==> config.mk <==
export PLATFORM = sky130hd
export DESIGN_NAME = dual_coil_phase_pwm
export DESIGN_NICKNAME = d
export VERILOG_FILES = /design/src/dual_coil_pkg.sv /design/src/dual_coil_phase_pwm.sv
export SDC_FILE = /design/constraint.sdc
export NUM_CORES = 1
export LEC_CHECK = 0
export BUFFER_PORTS_ARGS = -buffer_cell sky130_fd_sc_hd__buf_2
export CORE_MARGIN = 4
export CORE_UTILIZATION = 42
export DETAILED_ROUTE_END_ITERATION = 16
export GPL_ROUTABILITY_DRIVEN = 0
export PLACE_DENSITY_LB_ADDON = 0.3
export SYNTH_ARGS = -nofsm -noshare
export SYNTH_HDL_FRONTEND = slang
export SYNTH_SLANG_ARGS = --single-unit
==> constraint.sdc <==
create_clock -name sys_clk -period 7.68 [get_ports sys_clk]
set_clock_uncertainty 0.15 [all_clocks]
set_input_delay 0.768 -clock sys_clk [delete_from_list [all_inputs] [get_ports sys_clk]]
set_output_delay 0.768 -clock sys_clk [all_outputs]
set_load 0.01 [all_outputs]
==> src/dual_coil_pkg.sv <==
/*
 * Shared constants for the dual coil phase PWM block: timer roles,
 * chain modes and event timing.
 * Assumes a single 20 MHz system clock drives every timer of the chain.
 */
package dual_coil_pkg;

    // Timer roles, by index in the chain
    localparam int TMR_CONTROLLER   = 0;
    localparam int TMR_COIL0_SECOND = 1;
    localparam int TMR_COIL1_FIRST  = 2;
    localparam int TMR_COIL1_SECOND = 3;
    localparam int NUM_TIMERS       = 4;
    localparam int PUB_PER_TIMER    = 2;

    // Clock and event channel timing
    localparam int CLK_PERIOD_NS = 50;
    localparam int EVT_LAT_NS    = 100;
    localparam int EVT_LAT_CYC   = (EVT_LAT_NS + CLK_PERIOD_NS - 1) / CLK_PERIOD_NS;

    // Publisher flop plus target start flop add two cycles to the channel
    localparam int EVENT_CORRECTION = EVT_LAT_CYC + 2;

    // Reset values
    localparam logic RST_LEVEL = 1'b0;

    typedef enum logic
    {
        CHAIN_CONTROLLER,
        CHAIN_SERIAL
    } chain_mode_t;

endpackage

==> src/dual_coil_phase_pwm.sv <==
/*
 * Four chained timers producing two half period shifted PWM pairs for two coils.
 * Assumes all controls come from logic on sys_clk and that software keeps
 * the offset and duty within one period.
 */
`timescale 1ns/10ps

//Behaviour
//- Two output pairs, positive and negative line, for coil zero and coil one.
//- Negative line of each pair trails the positive line by half a period.
//- Pair to pair offset is programmable between minus and plus a quarter period.
//- Each pair has one duty setting from zero to full, shared by both lines.
//- Controller timer has three compare channels, the others two.
//- A compare channel drives a PWM line or a delayed event trigger.
//- Each timer has two publisher ports and one subscriber port.
//- Timers coordinate only through a one publisher, one subscriber channel.
//- Event channel latency is a fixed number of cycles.
//- Trigger compare values are reduced by the fixed event latency plus two cycles.
//- Every line comes from a timer; each target is started by an event from the controller or an earlier timer.
//- Controller mode uses one three channel timer and three two channel timers.
//- Serial mode uses four two channel timers, each starting the next.
//- In controller mode, controller channel one sets the offset between the two coil pairs.
//- Controller channel two (channel one in serial mode) sets the half period offset inside coil zero pair.
//- First coil one timer channel one sets the half period inside coil one pair.
//- Channel zero of both coil zero timers sets the coil zero duty.
//- Channel zero of both coil one timers sets the coil one duty.
//- The load value sets the period of all outputs.
module dual_coil_phase_pwm
#(
    parameter int CNT_W = 16
)
(
    input  wire logic                        sys_clk,
    input  wire logic                        reset_n,
    input  wire logic                        enable,
    input  wire dual_coil_pkg::chain_mode_t  chainMode,
    input  wire logic [CNT_W-1:0]            loadValue,
    input  wire logic [CNT_W-1:0]            coil0Duty,
    input  wire logic [CNT_W-1:0]            coil1Duty,
    input  wire logic signed [CNT_W-1:0]     pairPhaseOffset,
    output      logic                        coil0PosOut,
    output      logic                        coil0NegOut,
    output      logic                        coil1PosOut,
    output      logic                        coil1NegOut,
    output      logic [3:0]                  timerRunning,
    output      logic [7:0]                  publisherEvents
);
    localparam int NT      = dual_coil_pkg::NUM_TIMERS;
    localparam int WX      = CNT_W + 2;
    localparam int EVT_DLY = dual_coil_pkg::EVT_LAT_CYC;

    typedef logic signed [WX-1:0] wide_t;

    if (CNT_W < 4 || CNT_W > 30)
    begin : g_width_check
        $error("CNT_W must lie between 4 and 30");
    end
    if (EVT_DLY < 1)
    begin : g_lat_check
        $error("Event latency must be at least one cycle");
    end

    // Folds a value back into one period
    function automatic wide_t wrapPeriod(input wide_t x, input wide_t period);
        wide_t y;
        y = x;
        if (y < 0)
            y = y + period;
        if (y >= period)
            y = y - period;
        if (y < 0)
            y = '0;
        return y;
    endfunction

    // Compare value that starts a target at the given phase
    function automatic logic [CNT_W-1:0] trigValue(input wide_t phase, input wide_t period);
        wide_t y;
        y = wrapPeriod(phase - wide_t'(dual_coil_pkg::EVENT_CORRECTION), period);
        return y[CNT_W-1:0];
    endfunction

    logic                         enableQ;
    logic                         startPulse;
    logic [NT-1:0]                subEvt;
    logic [NT-2:0]                chanSrc;
    logic [NT-2:0][EVT_DLY-1:0]   chanPipeQ;
    logic [NT-1:0]                runQ;
    logic [NT-1:0][CNT_W-1:0]     cntQ;
    logic [NT-1:0][CNT_W-1:0]     loadQ;
    logic [NT-1:0][CNT_W-1:0]     cc0Q;
    logic [NT-1:0][CNT_W-1:0]     cc1Q;
    logic [NT-1:0][CNT_W-1:0]     cc2Q;
    logic [NT-1:0][1:0]           pubQ;
    logic [NT-1:0]                pwmQ;
    logic [NT-1:0][CNT_W-1:0]     cc0In;
    logic [NT-1:0][CNT_W-1:0]     cc1In;
    logic [NT-1:0][CNT_W-1:0]     cc2In;
    logic [NT-1:0]                pub1Allowed;
    wide_t                        period;
    wide_t                        quarter;
    wide_t                        offClamped;
    wide_t                        pairCmp;
    wide_t                        coil0InnerPhase;
    wide_t                        coil1InnerPhase;
    wide_t                        serialLink;

    // Phase arithmetic from the programmed period
    always_comb
    begin
        period          = wide_t'({1'b0, loadValue}) + wide_t'(1);
        quarter         = period >>> 2;
        coil0InnerPhase = period >>> 1;
        coil1InnerPhase = period >>> 1;
        offClamped      = wide_t'(pairPhaseOffset);
        if (offClamped > quarter)
            offClamped = quarter;
        if (offClamped < -quarter)
            offClamped = -quarter;
        pairCmp         = wrapPeriod(offClamped, period);
        serialLink      = wrapPeriod(pairCmp - coil0InnerPhase, period);
    end

    // Compare channel assignment per chain mode
    always_comb
    begin
        cc0In[dual_coil_pkg::TMR_CONTROLLER]   = coil0Duty;
        cc0In[dual_coil_pkg::TMR_COIL0_SECOND] = coil0Duty;
        cc0In[dual_coil_pkg::TMR_COIL1_FIRST]  = coil1Duty;
        cc0In[dual_coil_pkg::TMR_COIL1_SECOND] = coil1Duty;
        cc1In       = '0;
        cc2In       = '0;
        pub1Allowed = '0;
        cc1In[dual_coil_pkg::TMR_COIL1_FIRST] = trigValue(coil1InnerPhase, period);
        if (chainMode == dual_coil_pkg::CHAIN_CONTROLLER)
        begin
            cc1In[dual_coil_pkg::TMR_CONTROLLER] = trigValue(pairCmp, period);
            cc2In[dual_coil_pkg::TMR_CONTROLLER] = trigValue(coil0InnerPhase, period);
            pub1Allowed[dual_coil_pkg::TMR_CONTROLLER] = 1'b1;
        end
        else
        begin
            cc1In[dual_coil_pkg::TMR_CONTROLLER]   = trigValue(coil0InnerPhase, period);
            cc1In[dual_coil_pkg::TMR_COIL0_SECOND] = trigValue(serialLink, period);
        end
    end

    // Start event for the controller
    always_ff @(posedge sys_clk or negedge reset_n)
    begin
        if (!reset_n)
            enableQ <= dual_coil_pkg::RST_LEVEL;
        else
            enableQ <= enable;
    end

    assign startPulse = enable & ~enableQ;

    // Channel sources: channel k feeds the subscriber of timer k plus one
    always_comb
    begin
        if (chainMode == dual_coil_pkg::CHAIN_CONTROLLER)
        begin
            chanSrc[0] = pubQ[dual_coil_pkg::TMR_CONTROLLER][1];
            chanSrc[1] = pubQ[dual_coil_pkg::TMR_CONTROLLER][0];
        end
        else
        begin
            chanSrc[0] = pubQ[dual_coil_pkg::TMR_CONTROLLER][0];
            chanSrc[1] = pubQ[dual_coil_pkg::TMR_COIL0_SECOND][0];
        end
        chanSrc[2] = pubQ[dual_coil_pkg::TMR_COIL1_FIRST][0];
    end

    // Fixed latency event channels
    always_ff @(posedge sys_clk or negedge reset_n)
    begin
        if (!reset_n)
            chanPipeQ <= '0;
        else if (!enable)
            chanPipeQ <= '0;
        else
            for (int k = 0; k < NT - 1; k++)
                chanPipeQ[k] <= EVT_DLY'({chanPipeQ[k], chanSrc[k]});
    end

    assign subEvt[0] = startPulse;
    for (genvar k = 0; k < NT - 1; k++)
    begin : g_sub
        assign subEvt[k+1] = chanPipeQ[k][EVT_DLY-1];
    end

    for (genvar i = 0; i < NT; i++)
    begin : g_timer
        logic boundary;
        assign boundary = !runQ[i] || (cntQ[i] == loadQ[i]);

        // Subscriber start and period counter
        always_ff @(posedge sys_clk or negedge reset_n)
        begin
            if (!reset_n)
            begin
                runQ[i] <= dual_coil_pkg::RST_LEVEL;
                cntQ[i] <= '0;
            end
            else if (!enable)
            begin
                runQ[i] <= 1'b0;
                cntQ[i] <= '0;
            end
            else if (!runQ[i])
            begin
                if (subEvt[i])
                begin
                    runQ[i] <= 1'b1;
                    cntQ[i] <= '0;
                end
            end
            else if (cntQ[i] == loadQ[i])
                cntQ[i] <= '0;
            else
                cntQ[i] <= cntQ[i] + 1'b1;
        end

        // Shadow values, taken while the timer is stopped and at the period boundary only
        always_ff @(posedge sys_clk or negedge reset_n)
        begin
            if (!reset_n)
            begin
                loadQ[i] <= '0;
                cc0Q[i]  <= '0;
                cc1Q[i]  <= '0;
                cc2Q[i]  <= '0;
            end
            else if (boundary)
            begin
                loadQ[i] <= loadValue;
                cc0Q[i]  <= cc0In[i];
                cc1Q[i]  <= cc1In[i];
                cc2Q[i]  <= cc2In[i];
            end
        end

        // Channel zero as PWM line, channels one and two as publishers
        always_ff @(posedge sys_clk or negedge reset_n)
        begin
            if (!reset_n)
            begin
                pwmQ[i] <= dual_coil_pkg::RST_LEVEL;
                pubQ[i] <= '0;
            end
            else
            begin
                pwmQ[i]    <= runQ[i] && enable
                              && ((cntQ[i] < cc0Q[i]) || (cc0Q[i] > loadQ[i]));
                pubQ[i][0] <= runQ[i] && enable && (cntQ[i] == cc1Q[i]);
                pubQ[i][1] <= runQ[i] && enable && pub1Allowed[i]
                              && (cntQ[i] == cc2Q[i]);
            end
        end

        property p_period_wrap;
            @(posedge sys_clk) disable iff (!reset_n)
            runQ[i] && enable && (cntQ[i] == loadQ[i]) |=> cntQ[i] == '0;
        endproperty
        a_period_wrap: assert property (p_period_wrap)
            else $error("Counter did not wrap at load value");

        property p_shadow_hold;
            @(posedge sys_clk) disable iff (!reset_n)
            runQ[i] && enable && (cntQ[i] != loadQ[i])
                |=> $stable(loadQ[i]) && $stable(cc0Q[i]) && $stable(cc1Q[i]);
        endproperty
        a_shadow_hold: assert property (p_shadow_hold)
            else $error("Shadow value changed inside a period");

        property p_zero_duty;
            @(posedge sys_clk) disable iff (!reset_n)
            runQ[i] && (cc0Q[i] == '0) |=> !pwmQ[i];
        endproperty
        a_zero_duty: assert property (p_zero_duty)
            else $error("Output high with zero duty");

        property p_full_duty;
            @(posedge sys_clk) disable iff (!reset_n)
            runQ[i] && enable && (cc0Q[i] > loadQ[i]) |=> pwmQ[i];
        endproperty
        a_full_duty: assert property (p_full_duty)
            else $error("Output low with full duty");

        property p_run_holds;
            @(posedge sys_clk) disable iff (!reset_n)
            runQ[i] && enable |=> runQ[i];
        endproperty
        a_run_holds: assert property (p_run_holds)
            else $error("Running timer stopped while enabled");
    end

    assign coil0PosOut     = pwmQ[dual_coil_pkg::TMR_CONTROLLER];
    assign coil0NegOut     = pwmQ[dual_coil_pkg::TMR_COIL0_SECOND];
    assign coil1PosOut     = pwmQ[dual_coil_pkg::TMR_COIL1_FIRST];
    assign coil1NegOut     = pwmQ[dual_coil_pkg::TMR_COIL1_SECOND];
    assign timerRunning    = runQ;
    assign publisherEvents = pubQ;

    property p_idle_low;
        @(posedge sys_clk) disable iff (!reset_n)
        !enable |=> ##1 !(coil0PosOut || coil0NegOut || coil1PosOut || coil1NegOut);
    endproperty
    a_idle_low: assert property (p_idle_low)
        else $error("Outputs active while disabled");

    property p_start_runs;
        @(posedge sys_clk) disable iff (!reset_n)
        startPulse |=> runQ[dual_coil_pkg::TMR_CONTROLLER];
    endproperty
    a_start_runs: assert property (p_start_runs)
        else $error("Controller did not start on enable");

    property p_chain_delay;
        @(posedge sys_clk) disable iff (!reset_n)
        enable && chanSrc[1] ##1 enable [*1] |-> ##(EVT_DLY - 1) subEvt[2];
    endproperty
    a_chain_delay: assert property (p_chain_delay)
        else $error("Event channel latency differs from the fixed value");

    property p_inner_phase;
        @(posedge sys_clk) disable iff (!reset_n)
        enable && (chainMode == dual_coil_pkg::CHAIN_CONTROLLER)
            && $rose(runQ[dual_coil_pkg::TMR_COIL0_SECOND])
            && $stable(loadQ[dual_coil_pkg::TMR_CONTROLLER])
            |-> wide_t'({1'b0, cntQ[dual_coil_pkg::TMR_CONTROLLER]})
                == wrapPeriod(wide_t'({1'b0, cc2Q[dual_coil_pkg::TMR_CONTROLLER]})
                    + wide_t'(dual_coil_pkg::EVENT_CORRECTION),
                    wide_t'({1'b0, loadQ[dual_coil_pkg::TMR_CONTROLLER]}) + wide_t'(1));
    endproperty
    a_inner_phase: assert property (p_inner_phase)
        else $error("Coil zero negative line started at the wrong phase");

endmodule

==> results.toml, run 1 <==
[status]
violations = "hold timing, setup timing"
status = "finished, violations left"

[synth]
synth_area_leaders = "dfrtp_1 (24%), ha_1 (15%), o21ai_0 (6.8%)"
ys_ff_latch = 276
netlist.top_cell.by_area = "dfrtp_1"
async_flop_share_pct = 100
synth_edf_count = 0
yosysTopAreaCellShare_pct = 24.1
synthesis.area_um2 = 28700
syn_inst = 3558
avgSynthCellArea_um2 = 8.06
synth-main-ff-cell = "dfrtp_1"
ys_seq_area_share_pct = 24.1
yosys_warnings = 0
synth.distinct_cells = 109

[setup_path]
start_kind = "primary input"
critPathSlowestCell = "or4_1"
worstPathMaxFanout = 8
reg2reg_depth = 18
slowest_delay_ns = 0.50
cp-end-kind = "register"
required_ns = 8.01
critical_path_class = "in2reg"
crit_top_cell = "a21o_1"
critical_path_arrival_ns = 18.73

[final_layout]
layout_commonest_cell = "buf_4"
fin_nets = 4821
multiInputGateArea_um2 = 22100
area_delta_synth_final_pct = 37.0
seqCellArea_um2 = 6910
nFillCells = 5878
mostFrequentLayoutCells = "buf_4 (858), nand2_1 (348), o21ai_0 (342)"
layout-drive-gt1-share_pct = 31.9

[pwr]
power_frac_seq_pct = 7.8
ir_worst_vdd_uv = 850
swShare_pct = 43.4
pwr-share-comb_pct = 85.8
intPower_w = 0.0126
p_leak_nw = 19.9
powerDensity_nw_per_um2 = 569
power_w = 0.0223
switchingPower_w = 0.00970
p_clk_share_pct = 6.4

[detailed_routing]
wl_per_cell_um = 20.4
first_pass_iters = 5
drt.antenna.violating_nets = 0
drt_wl_total_mm = 108
drc_errors = 0
vias = 30124
drtIter0Drc = 2396
vias_per_cell = 5.69

[timing]
slew_violations = 0
period_share_pct = 240
hold_violations = 4
holdWs_ns = -0.00599
period_minus_slack_ns = 18.40
layout_setup_ws_ns = -10.72
rsz0062_at_grt = "true"
setup_violations = 32
relSlewSlack_pct = 31.7
clock.fmax_mhz = 54.3
tightest_slew_ns = 1.02

[floorplan]
rows = 95
io_pins = 84
core_um2 = 67400
die_width_um = 269
die_h_um = 269
initial_core_util_pct = 42.6
dieArea_um2 = 72500

[clock_network]
cts_buffers = 26
insertion_delay_ns = 0.56
cts_tree = "built"
clockBufferDepth = 3
ctsHtreeMaxLevel = 1
cts.sinks = 276
clkTransAtPathRegs_ns = 0.07
cts_root_buffer = "clkbuf_16"

[global_route]
grt_pass1_wl_mm = 163
grt.overflow.total = 0
grt_usage_pct = 28.0
grt_max_degree = 77
antenna_found_initial = 1
grt_pass1_vias = 29148

[min_path]
hp-class = "in2async"

[place]
hpwl_mm = 82.0
dp_slack_ns = -12.07
port_buffers = 80

[job]
max_cap_violations = 0
per-stage QoR:
stage                     setup TNS (ns)  utilization (%)  cell area [µm²]  instances
final                            -275.95             58.3            39300       5296
after CTS                        -269.27             56.4            38000       5244
after global placement           -301.54             53.5            36100       5154
after global routing             -300.35             58.3            39300       5295
after floorplan                  -280.32                -            29400       3560
after detailed placement         -313.56             53.5            36100       5154
cell usage after synthesis, types with 42 or more instances:
master and count:
inv_1 259, nand4_1 70, nand3_1 76, and3_1 47, xor2_1 162, nor2b_1 43
xnor2_1 151, a31oi_1 42, clkbuf_1 114, a21oi_1 208, dfrtp_1 276, ha_1 341
nand2b_1 58, nor2_1 193, nor4_1 47, a21o_1 135, o21ai_0 388, nor3_1 54
nand2_1 359
state kept, by name (all words and copies together) (netlist names):
register	count
cc0Q	64
enableQ	1
publisherEvents	5
coil0NegOut	1
loadQ	64
coil1NegOut	1
cntQ	64
timerRunning	4
coil1PosOut	1
coil0PosOut	1
chanPipeQ	6
cc2Q	16
cc1Q	48
cells by family after synthesis:
logic type	synth area share [%]
fa+ha+maj	15.6
flops	24.1
buf+inv	5.74
mux	2.99
compound gates	23.9
simple gates	18.0
other cells	0.0131
xor+xnor	9.72
power groups by stage:
stage	combinational (W)	clock (W)	sequential [W]
after CTS	0.0171	0.00143	0.00175
after detailed placement	0.0160	0	0.00177
after global routing	0.0207	0.00150	0.00176
after floorplan	0.00901	0	0.00173
final	0.0192	0.00142	0.00175
after global placement	0.0158	0	0.00177
layout make-up:
| cell class | count | share of cell area [%] |
|---|---|---|
| Antenna cell | 1 | 0.00637 |
| Clock buffer | 35 | 1.89 |
| Clock inverter | 13 | 0.494 |
| Inverter | 265 | 2.54 |
| Multi-Input combinational cell | 2872 | 56.3 |
| Sequential cell | 276 | 17.6 |
| Tap cell | 873 | 2.78 |
| Timing Repair Buffer | 961 | 18.4 |
critical path, delay by kind of cell:
family | cells | cell delay (ns)
AND/OR/NAND/NOR | 22 | 3.17
buffers and inverters | 12 | 1.61
adder cells (fa/ha/maj) | 9 | 2.54
XOR/XNOR | 5 | 0.75
AO/OA/AOI/OAI | 56 | 9.84
layer usage:
layer  global-route usage (%)  routed length, µm
met1                     37.1              44900
met2                     45.4              48400
met4                     14.5               7050
met5                        0                  0
met3                     3.13               7580
repair_timing:
item | 4_1_cts | 5_1_grt
pin swaps | 95 | 115
endpoints found under the setup margin | 32 | 32
resized for setup | 156 | 196
hold buffers | 0 | 0
setup buffers | 40 | 55
cloned | 2 | 0
final timing paths:
check	slack, ns	from	end
worst max-delay path	-10.72	loadValue[2]	cc1Q[16]
worst min-delay path	-0.006	reset_n	cc0Q[19]
worst max register to register	3.79	cntQ[33]	coil1PosOut
worst min register to register	0.31	chanPipeQ[4]	chanPipeQ[5]
max in group asynchronous	5.96	reset_n	loadQ[12]
min in group sys_clk	0.28	coil0Duty[4]	cc0Q[20]
(Power assumes the default switching activity.)
==> run 2: changes to the inputs <==
- CORE_UTILIZATION: 42 -> 60
==> results.toml, run 2 <==
[floorplan]
rows = 79
die_h_um = 227
initial_core_util_pct = 61.2
die_width_um = 227
io_pins = 84

[place]
port_buffers = 80
hpwl_mm = 80.5
placed_area_um2 = 35600

[synth]
netlist.top_cell.by_area = "dfrtp_1"
synth-main-ff-cell = "dfrtp_1"
synth_top_family_by_area = "compound AO/OA/AOI/OAI gates"
synth_edf_count = 0
synth-compound-area-share_pct = 23.9
syn_inst = 3558
ys_ff_latch = 276
avgSynthCellArea_um2 = 8.06
yosysTopAreaCellShare_pct = 24.1
synthesis.area_um2 = 28700
synth_area_leaders = "dfrtp_1 (24%), ha_1 (15%), o21ai_0 (6.8%)"
ys_seq_area_share_pct = 24.1
synth.distinct_cells = 109
synth_common_cells = "o21ai_0 (388), nand2_1 (359), ha_1 (341)"
synth_fa_ha_area_share_pct = 15.6
synth_xor_area_share_pct = 9.72
synth-simple-area-share_pct = 18.0
async_flop_share_pct = 100
synthMuxAreaShare_pct = 2.99
yosys_warnings = 0
synth.most_common_cell = "o21ai_0"

[clock_network]
ctsHtreeMaxLevel = 1
cts_root_buffer = "clkbuf_16"
clockBufferDepth = 3
cts.sinks = 276
postCtsHoldBufs = 0
cts_buffers = 26

[global_route]
antenna_found_initial = 25
grt.overflow.total = 8
grt_max_degree = 122
grt_usage_pct = 63.0

[timing]
endpoint_type = "register data pin"
crit_endpoint = "cc1Q[21]$_DFFE_PN0P_/D"

[status]
status = "did not finish"
tool.error = "[ERROR GRT-0232] Routing congestion too high. Check the congestion heatmap in the GUI."
haltStage = "global routing (5_1_grt)"
==> run 2: timing repair <==
item | in CTS
gates resized for setup | 174
setup endpoints to repair | 32
pin swaps | 119
buffers inserted | 74
gates cloned | 4
==> run 2: cell families after synthesis <==
group | count (synthesis)
AOI/OAI and AO/OA | 1073
and+or+nand+nor | 1049
buffers and inverters | 413
adders and majority gates | 351
xor gates and xnor gates | 315
DFF | 276
muxes | 80
other | 1
==> run 2: stage by stage <==
step                util (%)  setup WS, ns  hold slack [ns]  setup TNS (ns)  instances
CTS                     80.8        -10.45            0.180         -270.35       4995
detailed placement      76.0        -12.07            0.292         -310.33       4873
global placement        76.0        -11.30            0.287         -291.51       4873
floorplan                  -        -11.36            0.284         -280.32       3560
==> run 2: routing by layer <==
metal	global-route usage, %	overflow
met2	78.7	5
met5	23.1	0
met1	63.9	0
met3	47.7	0
met4	60.0	3
==> run 3: changes to the inputs <==
- CORE_UTILIZATION: 60 -> 40
- PLACE_DENSITY_LB_ADDON: 0.3 -> 0.15
==> results.toml, run 3 (same netlist as run 1, synthesis figures left out) <==
[place]
dp_cells = 5268
hpwl_mm = 85.0
port_buffers = 80

[setup_path]
required_ns = 7.97
critPathSlowestCell = "or4_4"
worstPathMaxFanout = 7
critical_path_class = "in2reg"
start_kind = "primary input"
critical_path_arrival_ns = 18.79
slowest_delay_ns = 0.50
crit_top_cell = "buf_4"
cp-end-kind = "register"

[timing]
period_minus_slack_ns = 18.50
setup_violations = 32
rsz0062_at_grt = "true"
clock.fmax_mhz = 54.1
layout_setup_ws_ns = -10.82
slew_violations = 0
tightest_slew_ns = 1.00
period_share_pct = 241
relSlewSlack_pct = 33.0
hold_violations = 1
holdWs_ns = -0.00285

[global_route]
antenna_found_initial = 1
grt_pass1_vias = 28666
grt_usage_pct = 28.0
grt_max_degree = 140
grt.overflow.total = 0
grt_pass1_wl_mm = 166

[final_layout]
fin_nets = 4864
stdcell_count = 5407
mostFrequentLayoutCells = "buf_4 (896), o21ai_0 (349), nand2_1 (345)"
layout-drive-gt1-share_pct = 31.3
final_util_pct = 55.7
layout_commonest_cell = "buf_4"
reg.largest.list = "cc0Q x64, cntQ x64, loadQ x64"
antenna_cells = 0
area_delta_synth_final_pct = 36.9

[clock_network]
cts_buffers = 28
insertion_delay_ns = 0.59
cts_root_buffer = "clkbuf_16"
ctsHtreeMaxLevel = 1
clockBufferDepth = 3
cts.sinks = 276
clkTransAtPathRegs_ns = 0.07
cts_tree = "built"

[floorplan]
die_h_um = 276
dieArea_um2 = 76000
initial_core_util_pct = 40.7
die_width_um = 276
rows = 97
core_um2 = 70500
io_pins = 84

[detailed_routing]
drt.antenna.violating_nets = 0
drc_errors = 0
drt_wl_total_mm = 110
vias = 29597
first_pass_iters = 5
wl_per_cell_um = 20.3
vias_per_cell = 5.47
drtIter0Drc = 2188

[pwr]
intPower_w = 0.0126
power_frac_seq_pct = 8.0
p_leak_nw = 20.0
pwr-share-comb_pct = 85.5
powerDensity_nw_per_um2 = 559
ir_worst_vdd_uv = 608
p_clk_share_pct = 6.5
swShare_pct = 42.8
switchingPower_w = 0.00938

[status]
violations = "hold timing, setup timing"
status = "finished, violations left"

[job]
max_cap_violations = 0

[min_path]
hp-class = "in2async"
## run 3: path summary, 6_finish.rpt
check	startpoint	end	slack (ns)	depth (start not counted)
worst max-delay path	loadValue[9]	cc1Q[27]	-10.82	102
worst min-delay path	reset_n	cc0Q[27]	-0.003	1
worst max register to register	cntQ[33]	coil1PosOut	3.70	18
worst min register to register	chanPipeQ[4]	chanPipeQ[5]	0.31	1
max in group asynchronous	reset_n	cntQ[43]	6.06	2
min in group sys_clk	coil1Duty[3]	cc0Q[51]	0.26	3
## run 3: worst max-delay path: cells and delay by family
kind | cells | cell delay [ns]
AND/OR/NAND/NOR | 25 | 4.02
AO/OA/AOI/OAI | 46 | 8.34
adder cells (fa/ha/maj) | 10 | 2.85
multiplexers | 2 | 0.31
XOR/XNOR | 3 | 0.41
buffers and inverters | 16 | 2.00
## run 3: metrics by stage
step	setup slack (ns)	power [W]	hold slack [ns]	TNS, ns	cell area [µm²]
final	-10.82	0.0219	-0.00285	-276.43	39300
after global routing	-11.80	0.0236	0.0411	-302.69	39300
after CTS	-10.47	0.0208	0.00548	-269.30	38600
after detailed placement	-12.19	0.0180	0.293	-316.13	36500
after global placement	-11.86	0.0179	0.286	-307.35	36500
after floorplan	-11.36	0.0107	0.284	-280.32	29400
## run 3: cell type report
type                       count  area, µm²
inverter                     265        998
sequential                   276       6910
tap                          940       1180
multi-input combinational   2871      21600
fill                        6583      31200
clock buffer                  30        728
timing repair buffer        1003       7580
clock inverter                22        239
## run 3: per-layer routing
layer / vias up / track usage (%) / part of all wire (%)
li1: 14501 / - / -
met1: 14032 / 37.2 / 44
met2: 809 / 46.7 / 46
met3: 253 / 1.96 / 4.6
met4: 2 / 12.6 / 5.6
met5: - / 0 / 0.0073
## run 3: timing repair
action | in CTS | in global routing
setup buffers | 59 | 27
cloned | 1 | 0
endpoints found under the hold margin | 0 | 0
endpoints found under the setup margin | 32 | 32
resized for setup | 162 | 97
pin swaps | 86 | 60
hold buffers | 0 | 0
## run 3: power by group through the flow
stage | clock [W] | sequential [W] | combinational, W
final | 0.00143 | 0.00175 | 0.0188
after global routing | 0.00151 | 0.00176 | 0.0203
after CTS | 0.00146 | 0.00175 | 0.0176
after detailed placement | 0 | 0.00178 | 0.0162
after global placement | 0 | 0.00177 | 0.0162
after floorplan | 0 | 0.00173 | 0.00901
